**src/rtl/lbx_params.svh**
```systemverilog
// constants of the logic, branch and bit-clear execute slice
// assumes one core clock, each clock edge being one quarter phase
`ifndef LBX_PARAMS_SVH
`define LBX_PARAMS_SVH

// ----------------------------------------------------------------
// opcode prefixes
// ----------------------------------------------------------------
`define OPC_ADD_CARRY    6'h08
`define OPC_AND_FILE     6'h05
`define OPC_BRANCH_CARRY 8'he2
`define OPC_BIT_CLEAR    4'h9

// ----------------------------------------------------------------
// instruction field positions
// ----------------------------------------------------------------
`define FLD_D        9
`define FLD_A        8
`define FLD_BIT_HI   11
`define FLD_BIT_LO   9
`define FLD_F_HI     7
`define FLD_SIGN     7

// ----------------------------------------------------------------
// addressing
// ----------------------------------------------------------------
`define ACCESS_SPLIT 8'h60
`define INDEX_LIMIT  8'h5f
`define BANK_LOW     4'h0
`define BANK_SFR     4'hf

// ----------------------------------------------------------------
// status bit positions, reset values, pc step and single-bit mask
// ----------------------------------------------------------------
`define ST_C         0
`define ST_DC        1
`define ST_Z         2
`define ST_OV        3
`define ST_N         4
`define STATUS_RESET 5'h00
`define W_RESET      8'h00
`define PC_RESET     21'h000000
`define PC_STEP      21'h000002
`define BIT_ONE      8'h01

`endif

```
**src/rtl/lbx_pkg.sv**
```systemverilog
// types of the logic, branch and bit-clear execute slice
// assumes lbx_params.svh supplies the numeric constants
`default_nettype none

package lbx_pkg;

  // quarter phases of one instruction cycle
  typedef enum logic [1:0] {
    PH_DECODE  = 2'b00,
    PH_READ    = 2'b01,
    PH_PROCESS = 2'b10,
    PH_WRITE   = 2'b11
  } phase_e;

  // operations carried in this slice
  typedef enum logic [2:0] {
    OP_NOP          = 3'b000,
    OP_ADD_CARRY    = 3'b001,
    OP_AND_FILE     = 3'b010,
    OP_BRANCH_CARRY = 3'b011,
    OP_BIT_CLEAR    = 3'b100
  } op_e;

endpackage : lbx_pkg

`default_nettype wire

```
**src/rtl/phase_if.sv**
```systemverilog
// carrier of the quarter-phase count between sequencer and core
// assumes both ends sit on the core clock
`timescale 1ns/1ps
`default_nettype none

interface phase_if;
  lbx_pkg::phase_e phase;

  modport gen (output phase);
  modport use_side (input phase);
endinterface : phase_if

`default_nettype wire

```
**src/rtl/logic_branch_bitclr_exec.sv**
```systemverilog
// decode and execute of add-carry, and-with-file, branch-on-carry, bit-clear
// assumes fetch logic on CORE_CLK presents INSTR at the decode phase and
// file memory answers FILE_ADDR combinationally by the process phase
`timescale 1ns/1ps
`default_nettype none
`include "lbx_params.svh"

module logic_branch_bitclr_exec (
  input  wire logic        CORE_CLK,
  input  wire logic        RST,
  input  wire logic [15:0] INSTR,
  input  wire logic        INSTR_VALID,
  input  wire logic        EXT_SET_EN,
  input  wire logic [3:0]  BANK_SELECT,
  input  wire logic [7:0]  FILE_RDATA,
  output var  logic [20:0] PC,
  output var  logic [11:0] FILE_ADDR,
  output var  logic [7:0]  FILE_WDATA,
  output var  logic        FILE_WE,
  output var  logic [7:0]  W_REG,
  output var  logic [4:0]  STATUS_FLAGS,
  output var  logic        INDEXED_SEL,
  output var  logic [1:0]  PHASE
);

  phase_if ph ();

  phase_gen phase_gen_i (
    .CORE_CLK (CORE_CLK),
    .RST      (RST),
    .ph       (ph.gen)
  );

  lbx_pkg::op_e op_r,      op_nxt;
  logic [15:0]  ir_r,      ir_nxt;
  logic [20:0]  pc_r,      pc_nxt;
  logic [11:0]  addr_r,    addr_nxt;
  logic [7:0]   wdata_r,   wdata_nxt;
  logic         we_r,      we_nxt;
  logic [7:0]   w_r,       w_nxt;
  logic [4:0]   status_r,  status_nxt;
  logic         indexed_r, indexed_nxt;
  logic [7:0]   opnd_r,    opnd_nxt;
  logic         bubble_r,  bubble_nxt;

  // ----------------------------------------------------------------
  // datapath terms
  // ----------------------------------------------------------------
  logic [8:0]  sum9;
  logic [4:0]  low5;
  logic [7:0]  and_res;
  logic [7:0]  clr_res;
  logic [20:0] br_off;
  logic [7:0]  fa;
  logic        carry;
  logic        file_op;

  assign carry   = status_r[`ST_C];
  assign sum9    = {1'b0, w_r} + {1'b0, opnd_r} + {8'h00, carry};
  assign low5    = {1'b0, w_r[3:0]} + {1'b0, opnd_r[3:0]} + {4'h0, carry};
  assign and_res = w_r & opnd_r;
  assign clr_res = opnd_r & ~(`BIT_ONE << ir_r[`FLD_BIT_HI:`FLD_BIT_LO]);
  // sign-extended offset doubled: 12 sign bits, 8 offset bits, one zero
  assign br_off  = {{12{ir_r[`FLD_SIGN]}}, ir_r[`FLD_F_HI:0], 1'b0};
  assign fa      = ir_r[`FLD_F_HI:0];
  assign file_op = (op_r == lbx_pkg::OP_ADD_CARRY) || (op_r == lbx_pkg::OP_AND_FILE)
                   || (op_r == lbx_pkg::OP_BIT_CLEAR);

  // opcode decode; anything outside this slice runs as a no-op
  function automatic lbx_pkg::op_e decode_op(input logic [15:0] i);
    lbx_pkg::op_e o;
    o = lbx_pkg::OP_NOP;
    if (i[15:10] == `OPC_ADD_CARRY) begin
      o = lbx_pkg::OP_ADD_CARRY;
    end else if (i[15:10] == `OPC_AND_FILE) begin
      o = lbx_pkg::OP_AND_FILE;
    end else if (i[15:8] == `OPC_BRANCH_CARRY) begin
      o = lbx_pkg::OP_BRANCH_CARRY;
    end else if (i[15:12] == `OPC_BIT_CLEAR) begin
      o = lbx_pkg::OP_BIT_CLEAR;
    end
    return o;
  endfunction : decode_op

  // ----------------------------------------------------------------
  // per-phase next state
  // ----------------------------------------------------------------
  // one phase per edge keeps every single-word op to one cycle except a taken branch, which adds a bubble cycle
  always_comb begin
    op_nxt      = op_r;
    ir_nxt      = ir_r;
    pc_nxt      = pc_r;
    addr_nxt    = addr_r;
    wdata_nxt   = wdata_r;
    we_nxt      = 1'b0;
    w_nxt       = w_r;
    status_nxt  = status_r;
    indexed_nxt = indexed_r;
    opnd_nxt    = opnd_r;
    bubble_nxt  = bubble_r;
    unique case (ph.phase)
      lbx_pkg::PH_DECODE: begin
        // bubble slot after a taken branch; fetch address already moved
        if (bubble_r) begin
          op_nxt     = lbx_pkg::OP_NOP;
          bubble_nxt = 1'b0;
        end else if (INSTR_VALID) begin
          op_nxt = decode_op(INSTR);
          ir_nxt = INSTR;
          pc_nxt = pc_r + `PC_STEP;
        end else begin
          op_nxt = lbx_pkg::OP_NOP;
        end
      end
      lbx_pkg::PH_READ: begin
        if (ir_r[`FLD_A]) begin
          addr_nxt = {BANK_SELECT, fa};
        end else if (fa < `ACCESS_SPLIT) begin
          addr_nxt = {`BANK_LOW, fa};
        end else begin
          addr_nxt = {`BANK_SFR, fa};
        end
        // only the condition; the offset adder lives in the addressing unit
        indexed_nxt = file_op && !ir_r[`FLD_A] && EXT_SET_EN
                      && (fa <= `INDEX_LIMIT);
      end
      lbx_pkg::PH_PROCESS: begin
        opnd_nxt = FILE_RDATA;
      end
      lbx_pkg::PH_WRITE: begin
        unique case (op_r)
          lbx_pkg::OP_ADD_CARRY: begin
            if (ir_r[`FLD_D]) begin
              we_nxt    = 1'b1;
              wdata_nxt = sum9[7:0];
            end else begin
              w_nxt = sum9[7:0];
            end
            status_nxt[`ST_C]  = sum9[8];
            status_nxt[`ST_DC] = low5[4];
            status_nxt[`ST_Z]  = (sum9[7:0] == 8'h00);
            status_nxt[`ST_OV] = (w_r[7] == opnd_r[7]) && (sum9[7] != w_r[7]);
            status_nxt[`ST_N]  = sum9[7];
          end
          lbx_pkg::OP_AND_FILE: begin
            if (ir_r[`FLD_D]) begin
              we_nxt    = 1'b1;
              wdata_nxt = and_res;
            end else begin
              w_nxt = and_res;
            end
            status_nxt[`ST_Z] = (and_res == 8'h00);
            status_nxt[`ST_N] = and_res[7];
          end
          lbx_pkg::OP_BRANCH_CARRY: begin
            // pc already holds branch address plus two
            if (carry) begin
              pc_nxt     = pc_r + br_off;
              bubble_nxt = 1'b1;
            end
          end
          lbx_pkg::OP_BIT_CLEAR: begin
            we_nxt    = 1'b1;
            wdata_nxt = clr_res;
          end
          default: begin
          end
        endcase
      end
    endcase
  end

  // state registers
  always_ff @(posedge CORE_CLK) begin
    if (RST) begin
      op_r      <= lbx_pkg::OP_NOP;
      ir_r      <= 16'h0000;
      pc_r      <= `PC_RESET;
      addr_r    <= 12'h000;
      wdata_r   <= 8'h00;
      we_r      <= 1'b0;
      w_r       <= `W_RESET;
      status_r  <= `STATUS_RESET;
      indexed_r <= 1'b0;
      opnd_r    <= 8'h00;
      bubble_r  <= 1'b0;
    end else begin
      op_r      <= op_nxt;
      ir_r      <= ir_nxt;
      pc_r      <= pc_nxt;
      addr_r    <= addr_nxt;
      wdata_r   <= wdata_nxt;
      we_r      <= we_nxt;
      w_r       <= w_nxt;
      status_r  <= status_nxt;
      indexed_r <= indexed_nxt;
      opnd_r    <= opnd_nxt;
      bubble_r  <= bubble_nxt;
    end
  end

  assign PC           = pc_r;
  assign FILE_ADDR    = addr_r;
  assign FILE_WDATA   = wdata_r;
  assign FILE_WE      = we_r;
  assign W_REG        = w_r;
  assign STATUS_FLAGS = status_r;
  assign INDEXED_SEL  = indexed_r;
  assign PHASE        = ph.phase;

  logic wr_add, wr_and, wr_br, wr_clr;
  assign wr_add = (ph.phase == lbx_pkg::PH_WRITE) && (op_r == lbx_pkg::OP_ADD_CARRY);
  assign wr_and = (ph.phase == lbx_pkg::PH_WRITE) && (op_r == lbx_pkg::OP_AND_FILE);
  assign wr_br  = (ph.phase == lbx_pkg::PH_WRITE) && (op_r == lbx_pkg::OP_BRANCH_CARRY);
  assign wr_clr = (ph.phase == lbx_pkg::PH_WRITE) && (op_r == lbx_pkg::OP_BIT_CLEAR);
endmodule : logic_branch_bitclr_exec

`default_nettype wire

```
**src/rtl/phase_gen.sv**
```systemverilog
// quarter-phase divider: one instruction cycle is four core clocks
// assumes synchronous active-high reset on the core clock
`timescale 1ns/1ps
`default_nettype none

module phase_gen (
  input  wire logic CORE_CLK,
  input  wire logic RST,
  phase_if.gen      ph
);

  lbx_pkg::phase_e phase_r;
  lbx_pkg::phase_e phase_nxt;

  // ----------------------------------------------------------------
  // phase sequence
  // ----------------------------------------------------------------
  // wraps freely so each instruction takes exactly four edges
  always_comb begin
    unique case (phase_r)
      lbx_pkg::PH_DECODE:  phase_nxt = lbx_pkg::PH_READ;
      lbx_pkg::PH_READ:    phase_nxt = lbx_pkg::PH_PROCESS;
      lbx_pkg::PH_PROCESS: phase_nxt = lbx_pkg::PH_WRITE;
      lbx_pkg::PH_WRITE:   phase_nxt = lbx_pkg::PH_DECODE;
    endcase
  end

  // phase register
  always_ff @(posedge CORE_CLK) begin
    if (RST) begin
      phase_r <= lbx_pkg::PH_DECODE;
    end else begin
      phase_r <= phase_nxt;
    end
  end

  assign ph.phase = phase_r;

endmodule : phase_gen

`default_nettype wire

```
**config.mk**
```make
export PLATFORM = sky130hd
export DESIGN_NAME = logic_branch_bitclr_exec
export DESIGN_NICKNAME = d
export VERILOG_FILES = /design/src/rtl/lbx_pkg.sv /design/src/rtl/phase_if.sv /design/src/rtl/logic_branch_bitclr_exec.sv /design/src/rtl/phase_gen.sv
export VERILOG_INCLUDE_DIRS = /design/src /design/src/rtl
export SDC_FILE = /design/constraint.sdc
export NUM_CORES = 1
export LEC_CHECK = 0
export ABC_CLOCK_PERIOD_IN_PS = 3100
export BUFFER_PORTS_ARGS = -buffer_cell sky130_fd_sc_hd__buf_2
export CAP_MARGIN = 20
export CORE_MARGIN = 5
export CORE_UTILIZATION = 56
export CTS_CLUSTER_DIAMETER = 80
export DETAILED_ROUTE_END_ITERATION = 10
export PLACE_DENSITY = 0.81
export SYNTH_ARGS = -nofsm -noshare
export SYNTH_HDL_FRONTEND = slang
export SYNTH_HIERARCHICAL = 1
export SYNTH_SLANG_ARGS = --single-unit
```
**constraint.sdc**
```tcl
create_clock -name CORE_CLK -period 3.1 [get_ports CORE_CLK]
set_input_delay 0.775 -clock CORE_CLK [delete_from_list [all_inputs] [get_ports CORE_CLK]]
set_output_delay 0.775 -clock CORE_CLK [all_outputs]
set_load 0.01 [all_outputs]
```
# Word-level counts from Yosys, hierarchy flattened
# Index checks and enable logic that the tools add are counted.
# W data, S select, Z words.
[totals]
regBits = 82
latch_bits = 0
ram_bits = 0
rom_bits = 0
in_bits = 32
out_inout_bits = 58
wordCells = 97
memories = 0
[classes]
add_sub_neg = 6
mul = 0
div = 0
order_cmp = 2
n_eq_ne = 21
shift = 1
n_mux = 27
bitwise = 5
n_reduce_logical = 22
[op_table]
columns = ["op", "n"]
rows = [
  ["$mux W21", 4],
  ["$pmux W21 S2", 1],
  ["$mux W8", 4],
  ["$mux W12", 2],
  ["$pmux W8 S3", 1],
  ["$add A21 B2 Y21 const B", 1],
  ["$add A21 B21 Y21", 1],
  ["$mux W3", 6],
  ["$and A8 B8 Y8", 2],
  ["$logic_not A8 Y1", 2],
  ["$pmux W8 S2", 1],
  ["$ne A2 B2 Y1 const B", 7],
  ["$add A8 B8 Y9", 1],
  ["$add A9 B1 Y9", 1],
  ["$eq A8 B8 Y1 const B", 1],
  ["$le A8 B7 Y1 const B", 1],
  ["$lt A8 B7 Y1 const B", 1],
  ["$not A8 Y8", 1],
  ["$pmux W1 S2", 4],
  ["$pmux W2 S4", 1],
  ["$reduce_and A4 Y1", 2],
  ["$shl A1 B3 Y8 const A", 1],
  ["$eq A3 B2 Y1 const B", 2],
  ["$eq A6 B3 Y1 const B", 1],
  ["other kinds (23)", 35],
]

# Longest topological paths before layout
# Gate-level depths: netlist of run 1.
[logic_depth]
depth_word = 7
mapped_depth = 11
ltp_nobuf = 10

# Hierarchy
# Netlist of run 1, hierarchy kept.
[modules_own_cells]
columns = ["module", "instances", "cells_per_inst", "area_each_um2", "seq_area_each_um2"]
rows = [
  ["logic_branch_bitclr_exec", 1, 572, 4466.8, 1581.5],
  ["phase_gen", 1, 8, 88.8, 40.0],
]

# Worst setup path after synthesis of run 1
# OpenSTA, ideal clock, no wires.
[synth_timing]
path_type = "flip-flop to flip-flop"
startpoint = "register phase_gen_i.phase_r[1] (netlist: phase_gen_i/ph.phase[1])"
endpoint = "register pc_r[19] (netlist: PC[19])"
setup_time_ns = 0.062
t_arrival_ns = 2.612
required_time_ns = 3.038
path_slack_ns = 0.426
stages_incl_launch_ff = 12
n_path_buf = 1
synth_period_minus_slack_ns = 2.674
cell_sequence = "dfxtp_1 and2_1 clkbuf_1 nand2b_1 ha_1 fa_1 a21oi_1 o211a_1 nor2_1 or3_1 nand3b_1 nand3_1"
[synth_via]
elab_chain_cells = 3
elab_cells_between_ends = 9
classes_between = "5 x eq/ne; 1 x mux; 3 x reduce/logical"
[synth_rtl]
columns = ["item", "line", "text"]
rows = [
  ["from (decl)", "phase_gen.sv:12", "lbx_pkg::phase_e phase_r;"],
  ["from (signal assigned)", "phase_gen.sv:31", "phase_r <= lbx_pkg::PH_DECODE;"],
  ["from (signal assigned)", "phase_gen.sv:33", "phase_r <= phase_nxt;"],
  ["$eq A2 B2 Y1 or $logic_not A2 Y1 (tied branches)", "logic_branch_bitclr_exec.sv:101", "unique case (ph.phase)"],
  ["$ne A2 B1 Y1 (no line), or another cell as far along", "-", ""],
  ["$reduce_and A5 Y1 (no line)", "-", ""],
  ["to (signal assigned)", "logic_branch_bitclr_exec.sv:178", "pc_r <= `PC_RESET;"],
  ["to (signal assigned)", "logic_branch_bitclr_exec.sv:190", "pc_r <= pc_nxt;"],
  ["to (decl)", "logic_branch_bitclr_exec.sv:36", "logic [20:0] pc_r, pc_nxt;"],
]
# Several ways; a longest one is shown, not always the timed one.
# A chain may end at the register's enable or synchronous reset.

# Final worst setup path of run 1
[layout_timing]
startpoint = "register status_r[0] (netlist: STATUS_FLAGS[0])"
endpoint = "register status_r[2] (netlist: STATUS_FLAGS[2])"
[layout_via]
elab_chain_cells = 3
[layout_rtl]
columns = ["item", "line", "text"]
rows = [
  ["from (decl)", "logic_branch_bitclr_exec.sv:41", "logic [4:0] status_r, status_nxt;"],
  ["from (signal assigned)", "logic_branch_bitclr_exec.sv:183", "status_r <= `STATUS_RESET;"],
  ["from (signal assigned)", "logic_branch_bitclr_exec.sv:195", "status_r <= status_nxt;"],
  ["$add A9 B1 Y9", "logic_branch_bitclr_exec.sv:59", "assign sum9 = {1'b0, w_r} + {1'b0, opnd_r} + {8'h00, carry};"],
  ["$logic_not A8 Y1", "logic_branch_bitclr_exec.sv:141", "status_nxt[`ST_Z] = (sum9[7:0] == 8'h00);"],
  ["$pmux W1 S2", "logic_branch_bitclr_exec.sv:131", "unique case (op_r)"],
]
# Every way passes these cells.

==> metrics.log, run 1 <==
INFO  metric min_period_over_period = 91.0%
INFO  metric share_of_post_route_cells_with_drive_strength_above_1 = 19.8%
INFO  metric synthesis.yosys.warnings = 6
INFO  metric worstPathMaxFanout = 5
INFO  metric ant_nets = 0
INFO  metric dieWidth = 100 microns
INFO  metric nets = 708
INFO  metric area_delta_synth_final = 16.5%
INFO  metric drt-pass1-iter-count = 6
INFO  metric syn-num-nets = 632
INFO  metric post_synth_inst_count = 580
INFO  metric synth_top_flop_cell = sky130_fd_sc_hd__dfxtp_1
INFO  metric place.gp.congestion = 0.880
INFO  metric vias = 4,445
INFO  metric setup_tns = 0 ns
INFO  metric power.share.combinational = 19.9%
INFO  metric cts_setup_buffers = 0
INFO  metric cp_endpoint_kind = flip-flop
INFO  metric power.ir.vdd_worst = 0.000306 V
INFO  metric clk-insertion-delay-late = 0.36 ns
INFO  metric postSynth.asyncResetShare = 0%
INFO  metric top_cell_family_by_delay_on_the_critical_path = simple AND/OR/NAND/NOR gates
INFO  metric drv.max_cap_violation_count = 0
INFO  metric cp_peak_stage_delay = 0.51 ns
INFO  metric cp.arrival = 3.11 ns
INFO  metric global_route_wire_length_before_repair = 19.9 mm
INFO  metric category_of_the_critical_setup_timing_path = flip-flop to flip-flop
INFO  metric die_height = 100 microns
INFO  metric route.detailed.wl_per_inst = 15.9 microns
INFO  metric root_buffer = sky130_fd_sc_hd__clkbuf_8
INFO  metric design.portCount = 90
INFO  metric clock_tree.htree_level_count = 3
INFO  metric hold_path_class = flip-flop to flip-flop
INFO  metric route.detailed.drc = 0
INFO  metric critical_path_buf_inv_count = 1
INFO  metric clkSinkCount = 81
INFO  metric count_of_flip_flops_with_a_built_in_enable_after_synthesis = 0
INFO  metric run_status = finished clean
INFO  metric setup_violations = 0
INFO  metric placeableCoreArea = 7810 sq um
INFO  metric cp_data_required_time = 3.39 ns
INFO  metric setup.worst_path.start_class = flip-flop
INFO  metric io_buffers = 88
INFO  metric synth_largest_area_cell = sky130_fd_sc_hd__dfxtp_1
INFO  metric number_of_global_route_vias_before_repair = 4,273
INFO  metric p_int = 1.78 mW
INFO  metric vias_per_cell = 5.83
INFO  metric postSynthRegisterBits = 81
INFO  metric clk_pin_slew_worst_paths = 0.10 ns
INFO  metric rows = 32
INFO  metric final.min_clock_period = 2.82 ns
INFO  metric syn_avg_cell_area = 7.85 sq um
INFO  metric groute.usage.overall = 23.8%
INFO  metric power.clock.fraction = 34.6%
INFO  metric tritoncts.num_buffers = 9
INFO  metric power.share.sequential = 45.5%
INFO  metric start_util = 58.3%
INFO  metric synth_area = 4560 sq um
INFO  metric place_inst = 747
INFO  metric antenna_cells_inserted = 0
INFO  metric timing.critical_path.cells = fa_1, inv_1, fa_1, nand2b_1, a21oi_2, xnor2_1, or4_1, or4_1, a31oi_1
INFO  metric power_leakage = 2.27 nW
INFO  metric total_congestion_overflow_after_global_routing = 0
INFO  metric netlist.area_leader.share = 35.6%
INFO  metric non_filler_instance_count_after_layout = 763
INFO  metric crit_path_top_delay_cell = sky130_fd_sc_hd__or4_1
INFO  metric netSwitchingPower = 0.852 mW
INFO  metric power.density = 496 nW/um^2
INFO  metric cts-root-to-sink-buffers = 2
INFO  metric drv_slew = 0
INFO  metric skew = 0.0142 ns
INFO  metric dp_hpwl = 8.98 mm
INFO  metric tritoncts = yes
INFO  metric timing.fmax = 0.355 GHz
INFO  metric wl = 12.2 mm
INFO  metric full_die_area = 10,000 sq um
INFO  metric largest_net_degree_at_the_start_of_global_routing = 39
INFO  metric worst_pin_slew = 0.668 ns
INFO  metric swShare = 32.4%
INFO  metric dr.first_iter.drc_count = 203
INFO  metric grt_setup_unrepaired = no
INFO  metric synth.top_cells.by_area = sky130_fd_sc_hd__dfxtp_1 36%, sky130_fd_sc_hd__a21oi_1 6.8%, sky130_fd_sc_hd__nand2_1 6.4%
INFO  metric antenna_found_initial = 0
INFO  metric synth_sequential_area_ratio = 35.6%
INFO  metric max-slew-margin-rel = 55.2%
INFO  metric yosysUniqueCellTypes = 63
INFO  metric final-hold-violation-count = 0
metrics by stage:
step                      utilization, %  hold slack [ns]  setup WS (ns)  power [mW]  area [sq um]
after floorplan                        -            0.440          0.426        1.56          4560
after global placement              65.0            0.439          0.363        1.72          5080
after detailed placement            65.0            0.446          0.300        1.73          5080
after CTS                           68.0            0.460          0.252        2.64          5310
after global routing                68.0            0.476          0.133        2.75          5310
final                               68.0            0.461          0.280        2.63          5310
layout make-up:
class,instances,area [sq um]
Multi-Input combinational cell,455,2760
Clock inverter,7,106
Fill cell,661,2500
Inverter,8,30.0
Sequential cell,81,1620
Timing Repair Buffer,101,538
Tap cell,102,128
Clock buffer,9,124
registers in the layout, indices dropped and copies added (netlist names):
register,flops
STATUS_FLAGS,5
bubble_r,1
ir_r,12
FILE_WE,1
INDEXED_SEL,1
W_REG,8
op_r,3
opnd_r,8
FILE_WDATA,8
phase_gen_i/ph.phase,2
FILE_ADDR,12
PC,20
power by group through the flow:
stage / clock, mW / sequential, mW / combinational [mW]
after global placement: 0 / 1.21 / 0.502
after global routing: 0.966 / 1.21 / 0.574
final: 0.912 / 1.20 / 0.523
after CTS: 0.923 / 1.19 / 0.520
after detailed placement: 0 / 1.22 / 0.513
after floorplan: 0 / 1.19 / 0.364
path summary, 6_finish.rpt:
| path | startpoint | endpoint | slack (ns) | depth (start not counted) |
|---|---|---|---|---|
| max reg2reg | STATUS_FLAGS[0]$_SDFFE_PP0P_ | STATUS_FLAGS[2]$_SDFFE_PP0P_ | 0.28 | 9 |
| max | STATUS_FLAGS[0]$_SDFFE_PP0P_ | STATUS_FLAGS[2]$_SDFFE_PP0P_ | 0.28 | 9 |
| min | FILE_ADDR[9]$_SDFFE_PP0N_ | FILE_ADDR[9]$_SDFFE_PP0N_ | 0.46 | 2 |
| min reg2reg | FILE_ADDR[9]$_SDFFE_PP0N_ | FILE_ADDR[9]$_SDFFE_PP0N_ | 0.46 | 2 |
kinds of logic after synthesis:
family                     after synthesis  synth area share, %
buffers and inverters                   44                 3.82
DFF                                     81                 35.6
AOI/OAI and AO/OA                      138                 19.3
adders and majority gates               20                 5.99
other                                    1               0.0823
and+or+nand+nor                        257                 27.2
muxes                                   18                 4.01
xor gates and xnor gates                21                 4.04
layer usage:
| metal | part of all wire (%) | GRT usage, % |
|---|---|---|
| met1 | 42 | 29.6 |
| met2 | 50 | 41.4 |
| met3 | 6.3 | 3.96 |
| met4 | 2.1 | 8.60 |
| met5 | 0 | 0 |
cell usage after synthesis (7+ instances only):
cell type and count:
sky130_fd_sc_hd__a211oi_1 12, sky130_fd_sc_hd__a21oi_1 62, sky130_fd_sc_hd__and3_1 9, sky130_fd_sc_hd__clkbuf_1 30
sky130_fd_sc_hd__dfxtp_1 81, sky130_fd_sc_hd__ha_1 17, sky130_fd_sc_hd__inv_1 8, sky130_fd_sc_hd__mux2i_1 16
sky130_fd_sc_hd__nand2_1 78, sky130_fd_sc_hd__nand2b_1 12, sky130_fd_sc_hd__nand3_1 17, sky130_fd_sc_hd__nor2_1 74
sky130_fd_sc_hd__nor2b_1 8, sky130_fd_sc_hd__nor3_1 19, sky130_fd_sc_hd__o21ai_0 16, sky130_fd_sc_hd__xnor2_1 14
sky130_fd_sc_hd__xor2_1 7
placed cells by master (no fill, tap or decap), types with 5 or more instances in the layout:
cell,synthesis,routed
sky130_fd_sc_hd__clkbuf_8,0,9
sky130_fd_sc_hd__nor3_1,19,19
sky130_fd_sc_hd__nand2_1,78,78
sky130_fd_sc_hd__inv_1,8,8
sky130_fd_sc_hd__buf_2,3,88
sky130_fd_sc_hd__nand2b_1,12,12
sky130_fd_sc_hd__and3_1,9,9
sky130_fd_sc_hd__xnor2_1,14,14
sky130_fd_sc_hd__ha_1,17,17
sky130_fd_sc_hd__nand3_1,17,17
sky130_fd_sc_hd__nor2_1,74,74
sky130_fd_sc_hd__dfxtp_1,81,80
sky130_fd_sc_hd__nor2b_1,8,8
sky130_fd_sc_hd__buf_4,1,13
sky130_fd_sc_hd__o221ai_1,5,5
sky130_fd_sc_hd__a32oi_1,5,5
sky130_fd_sc_hd__nand3b_1,5,5
sky130_fd_sc_hd__o21ai_0,16,16
sky130_fd_sc_hd__nand4_1,5,5
sky130_fd_sc_hd__xor2_1,7,7
sky130_fd_sc_hd__mux2i_1,16,16
sky130_fd_sc_hd__a211oi_1,12,12
sky130_fd_sc_hd__a21oi_1,62,62
repair_timing:
item	CTS	global route
hold buffers	0	0
resized for setup	0	1
setup endpoints to repair	0	2
tightest hold or removal path: cells and delay by family (launching register included):
kind	cells	cell delay, ns
and+or+nand+nor	1	0.05
AOI/OAI and AO/OA	1	0.05
DFF	1	0.32
Power figures use the tool's default switching activity.
==> run 2: changes to the inputs <==
--- a/config.mk
+++ b/config.mk
@@ -13,6 +13,8 @@
 export CORE_UTILIZATION = 56
 export CTS_CLUSTER_DIAMETER = 80
 export DETAILED_ROUTE_END_ITERATION = 10
+export HOLD_SLACK_MARGIN = 0.15
+export MAX_ROUTING_LAYER = met4
 export PLACE_DENSITY = 0.81
 export SYNTH_ARGS = -nofsm -noshare
 export SYNTH_HDL_FRONTEND = slang
==> run 2 against run 1 <==
Net effect: routed wire length increased by 3.2%; sequential power is essentially flat; power fell by 3.0%; cell count increased by 0.26%; first-iteration DRC count down 0.49%; core utilization hardly changed; count of clock-buffer cells in the layout up 1; critical path type unchanged; critical endpoint unchanged; highest routed layer unchanged.
==> metrics.log, run 2 (synthesis gave the netlist of run 1 again) <==
INFO  metric run_status = finished clean
INFO  metric total_power = 2.55 mW (-3.0%)
INFO  metric max-slew-margin-rel = 50.7% (-4.4 points)
INFO  metric cp_endpoint_kind = flip-flop
INFO  metric worst_pin_slew = 0.739 ns (+0.0710 ns)
INFO  metric placement.cell_area = 5090 sq um (+0.30%)
INFO  metric power_leakage = 2.27 nW (about the same)
INFO  metric area_delta_synth_final = 16.5% (about the same)
INFO  metric final-hold-violation-count = 0 (unchanged)
INFO  metric place_worst_setup_slack = 0.229 ns (-0.0706 ns)
INFO  metric cp_peak_stage_delay = 0.51 ns (about the same)
INFO  metric wl = 12.5 mm (+3.2%)
INFO  metric power.density = 481 nW/um^2 (-2.9%)
INFO  metric io_buffers = 88 (unchanged)
INFO  metric cts_setup_buffers = 0 (unchanged)
INFO  metric final.min_clock_period = 2.82 ns (+0.00178 ns)
INFO  metric nets = 710 (+0.28%)
INFO  metric layout_commonest_cell = sky130_fd_sc_hd__buf_2
INFO  metric cts-root-to-sink-buffers = 2 (unchanged)
INFO  metric share_of_post_route_cells_with_drive_strength_above_1 = 20.1% (+0.24 points)
INFO  metric global_route_wire_length_before_repair = 20.5 mm (+2.9%)
INFO  metric grt_setup_unrepaired = no
INFO  metric dieWidth = 100 microns (unchanged)
INFO  metric stdcell_area = 5310 sq um (about the same)
INFO  metric vias = 4,553 (+2.4%)
INFO  metric tritoncts = yes
INFO  metric flip_flop_count_of_the_largest_register_after_layout = 20 (unchanged)
INFO  metric dr.first_iter.drc_count = 202 (-0.49%)
INFO  metric cp_data_required_time = 3.38 ns (about the same)
INFO  metric power.ir.vdd_worst = 0.000276 V (-9.9%)
INFO  metric ant_nets = 0 (unchanged)
INFO  metric critical_path_buf_inv_count = 1 (unchanged)
INFO  metric category_of_the_critical_setup_timing_path = flip-flop to flip-flop
INFO  metric drv_slew = 0 (unchanged)
INFO  metric total_congestion_overflow_after_global_routing = 0 (unchanged)
INFO  metric groute.usage.overall = 25.7% (+1.9 points)
INFO  metric route.detailed.drc = 0 (unchanged)
INFO  metric place.gp.congestion = 0.887 (+0.80%)
INFO  metric non_filler_instance_count_after_layout = 765 (+0.26%)
INFO  metric clk-insertion-delay-late = 0.36 ns (about the same)
INFO  metric dp_hpwl = 9.44 mm (+5.1%)
INFO  metric antenna_cells_inserted = 0 (unchanged)
INFO  metric postLayoutSetupSlackWorst = 0.279 ns (-0.00178 ns)
INFO  metric skew = 0.0122 ns (-0.00204 ns)
INFO  metric drt-pass1-iter-count = 5 (-1)
INFO  metric setup_violations = 0 (unchanged)
INFO  metric place_inst = 749 (+0.27%)
INFO  metric route.detailed.wl_per_inst = 16.4 microns (+2.9%)
INFO  metric drv.max_cap_violation_count = 0 (unchanged)
INFO  metric cp.arrival = 3.11 ns (about the same)
INFO  metric vias_per_cell = 5.95 (+2.2%)
INFO  metric clk_pin_slew_worst_paths = 0.09 ns (about the same)
INFO  metric largest_net_degree_at_the_start_of_global_routing = 31 (-21%)
INFO  metric top_cell_family_by_delay_on_the_critical_path = simple AND/OR/NAND/NOR gates
INFO  metric design.portCount = 90 (unchanged)
INFO  metric fill_cells = 696 (+5.3%)
INFO  metric clkSinkCount = 81 (unchanged)
INFO  metric clock_tree.htree_level_count = 3 (unchanged)
INFO  metric rows = 32 (unchanged)
INFO  metric final_util = 68.0% (about the same)
INFO  metric worstPathMaxFanout = 5 (unchanged)
INFO  metric min_period_over_period = 91.0% (about the same)
INFO  metric root_buffer = sky130_fd_sc_hd__clkbuf_8
INFO  metric mostFrequentLayoutCells = 88 x sky130_fd_sc_hd__buf_2, 80 x sky130_fd_sc_hd__dfxtp_1, 78 x sky130_fd_sc_hd__nand2_1
INFO  metric setup_tns = 0 ns (unchanged)
INFO  metric start_util = 58.3% (unchanged)
INFO  metric die_height = 100 microns (unchanged)
INFO  metric crit_path_top_delay_cell = sky130_fd_sc_hd__or4_1
INFO  metric number_of_global_route_vias_before_repair = 4,389 (+2.7%)
INFO  metric hold_path_class = flip-flop to flip-flop
INFO  metric hold-worst-slack = 0.451 ns (-0.0103 ns)
INFO  metric full_die_area = 10,000 sq um (unchanged)
INFO  metric setup.worst_path.start_class = flip-flop
INFO  metric antenna_found_initial = 0 (unchanged)
INFO  metric tritoncts.num_buffers = 9 (unchanged)
INFO  metric timing.fmax = 0.354 GHz (about the same)
INFO  metric placeableCoreArea = 7810 sq um (unchanged)
INFO  metric timing.critical_path.cells = fa_1, inv_1, fa_1, nand2b_1, a21oi_2, xnor2_1, or4_1, or4_1, a31oi_1
==> run 2: cell type report <==
class                      instances  area [sq um]  area share, %
timing repair buffer             103           553           10.4
sequential                        81          1620           30.6
tap                              102           128           2.41
clock inverter                     6          75.1           1.41
inverter                           8          30.0          0.566
multi-input combinational        455          2760           52.0
clock buffer                      10           138           2.59
==> run 2: worst register-to-register path, cell delays in order (launching register included) <==
cell and delay, ns:
sky130_fd_sc_hd__dfxtp_1 0.45, sky130_fd_sc_hd__fa_1 0.28, sky130_fd_sc_hd__inv_1 0.07, sky130_fd_sc_hd__fa_1 0.40, sky130_fd_sc_hd__nand2b_1 0.20, sky130_fd_sc_hd__a21oi_2 0.16
sky130_fd_sc_hd__xnor2_1 0.11, sky130_fd_sc_hd__or4_1 0.51, sky130_fd_sc_hd__or4_1 0.41, sky130_fd_sc_hd__a31oi_1 0.17
==> run 2: routing by layer <==
metal / share of wire (%) / vias to the layer above / track usage [%] / wire (microns)
li1: - / 2217 / - / -
met2: 50 / 175 / 43.3 / 6280
met5: 0 / - / - / 0
met1: 41 / 2129 / 30.1 / 5110
met4: 2.3 / 0 / 9.53 / 291
met3: 6.8 / 32 / 5.63 / 856
==> run 2: worst paths after layout <==
kind | startpoint | end | slack [ns] | depth (start not counted)
setup / recovery | STATUS_FLAGS[0]$_SDFFE_PP0P_ | STATUS_FLAGS[2]$_SDFFE_PP0P_ | 0.28 | 9
hold / removal | FILE_ADDR[10]$_SDFFE_PP0N_ | FILE_ADDR[10]$_SDFFE_PP0N_ | 0.45 | 2
setup reg to reg | STATUS_FLAGS[0]$_SDFFE_PP0P_ | STATUS_FLAGS[2]$_SDFFE_PP0P_ | 0.28 | 9
hold reg to reg | FILE_ADDR[10]$_SDFFE_PP0N_ | FILE_ADDR[10]$_SDFFE_PP0N_ | 0.45 | 2
==> run 2: what timing repair did <==
action / in CTS / in global routing
setup endpoints to repair: 0 / 2
gates resized for setup: 0 / 1
hold buffers: 0 / 0
==> run 2: power breakdown <==
part	internal, mW	switching (mW)	leakage, nW
combinational	0.207	0.317	1.50
sequential	1.11	0.0892	0.656
clock	0.406	0.430	0.105
total	1.72	0.836	2.27
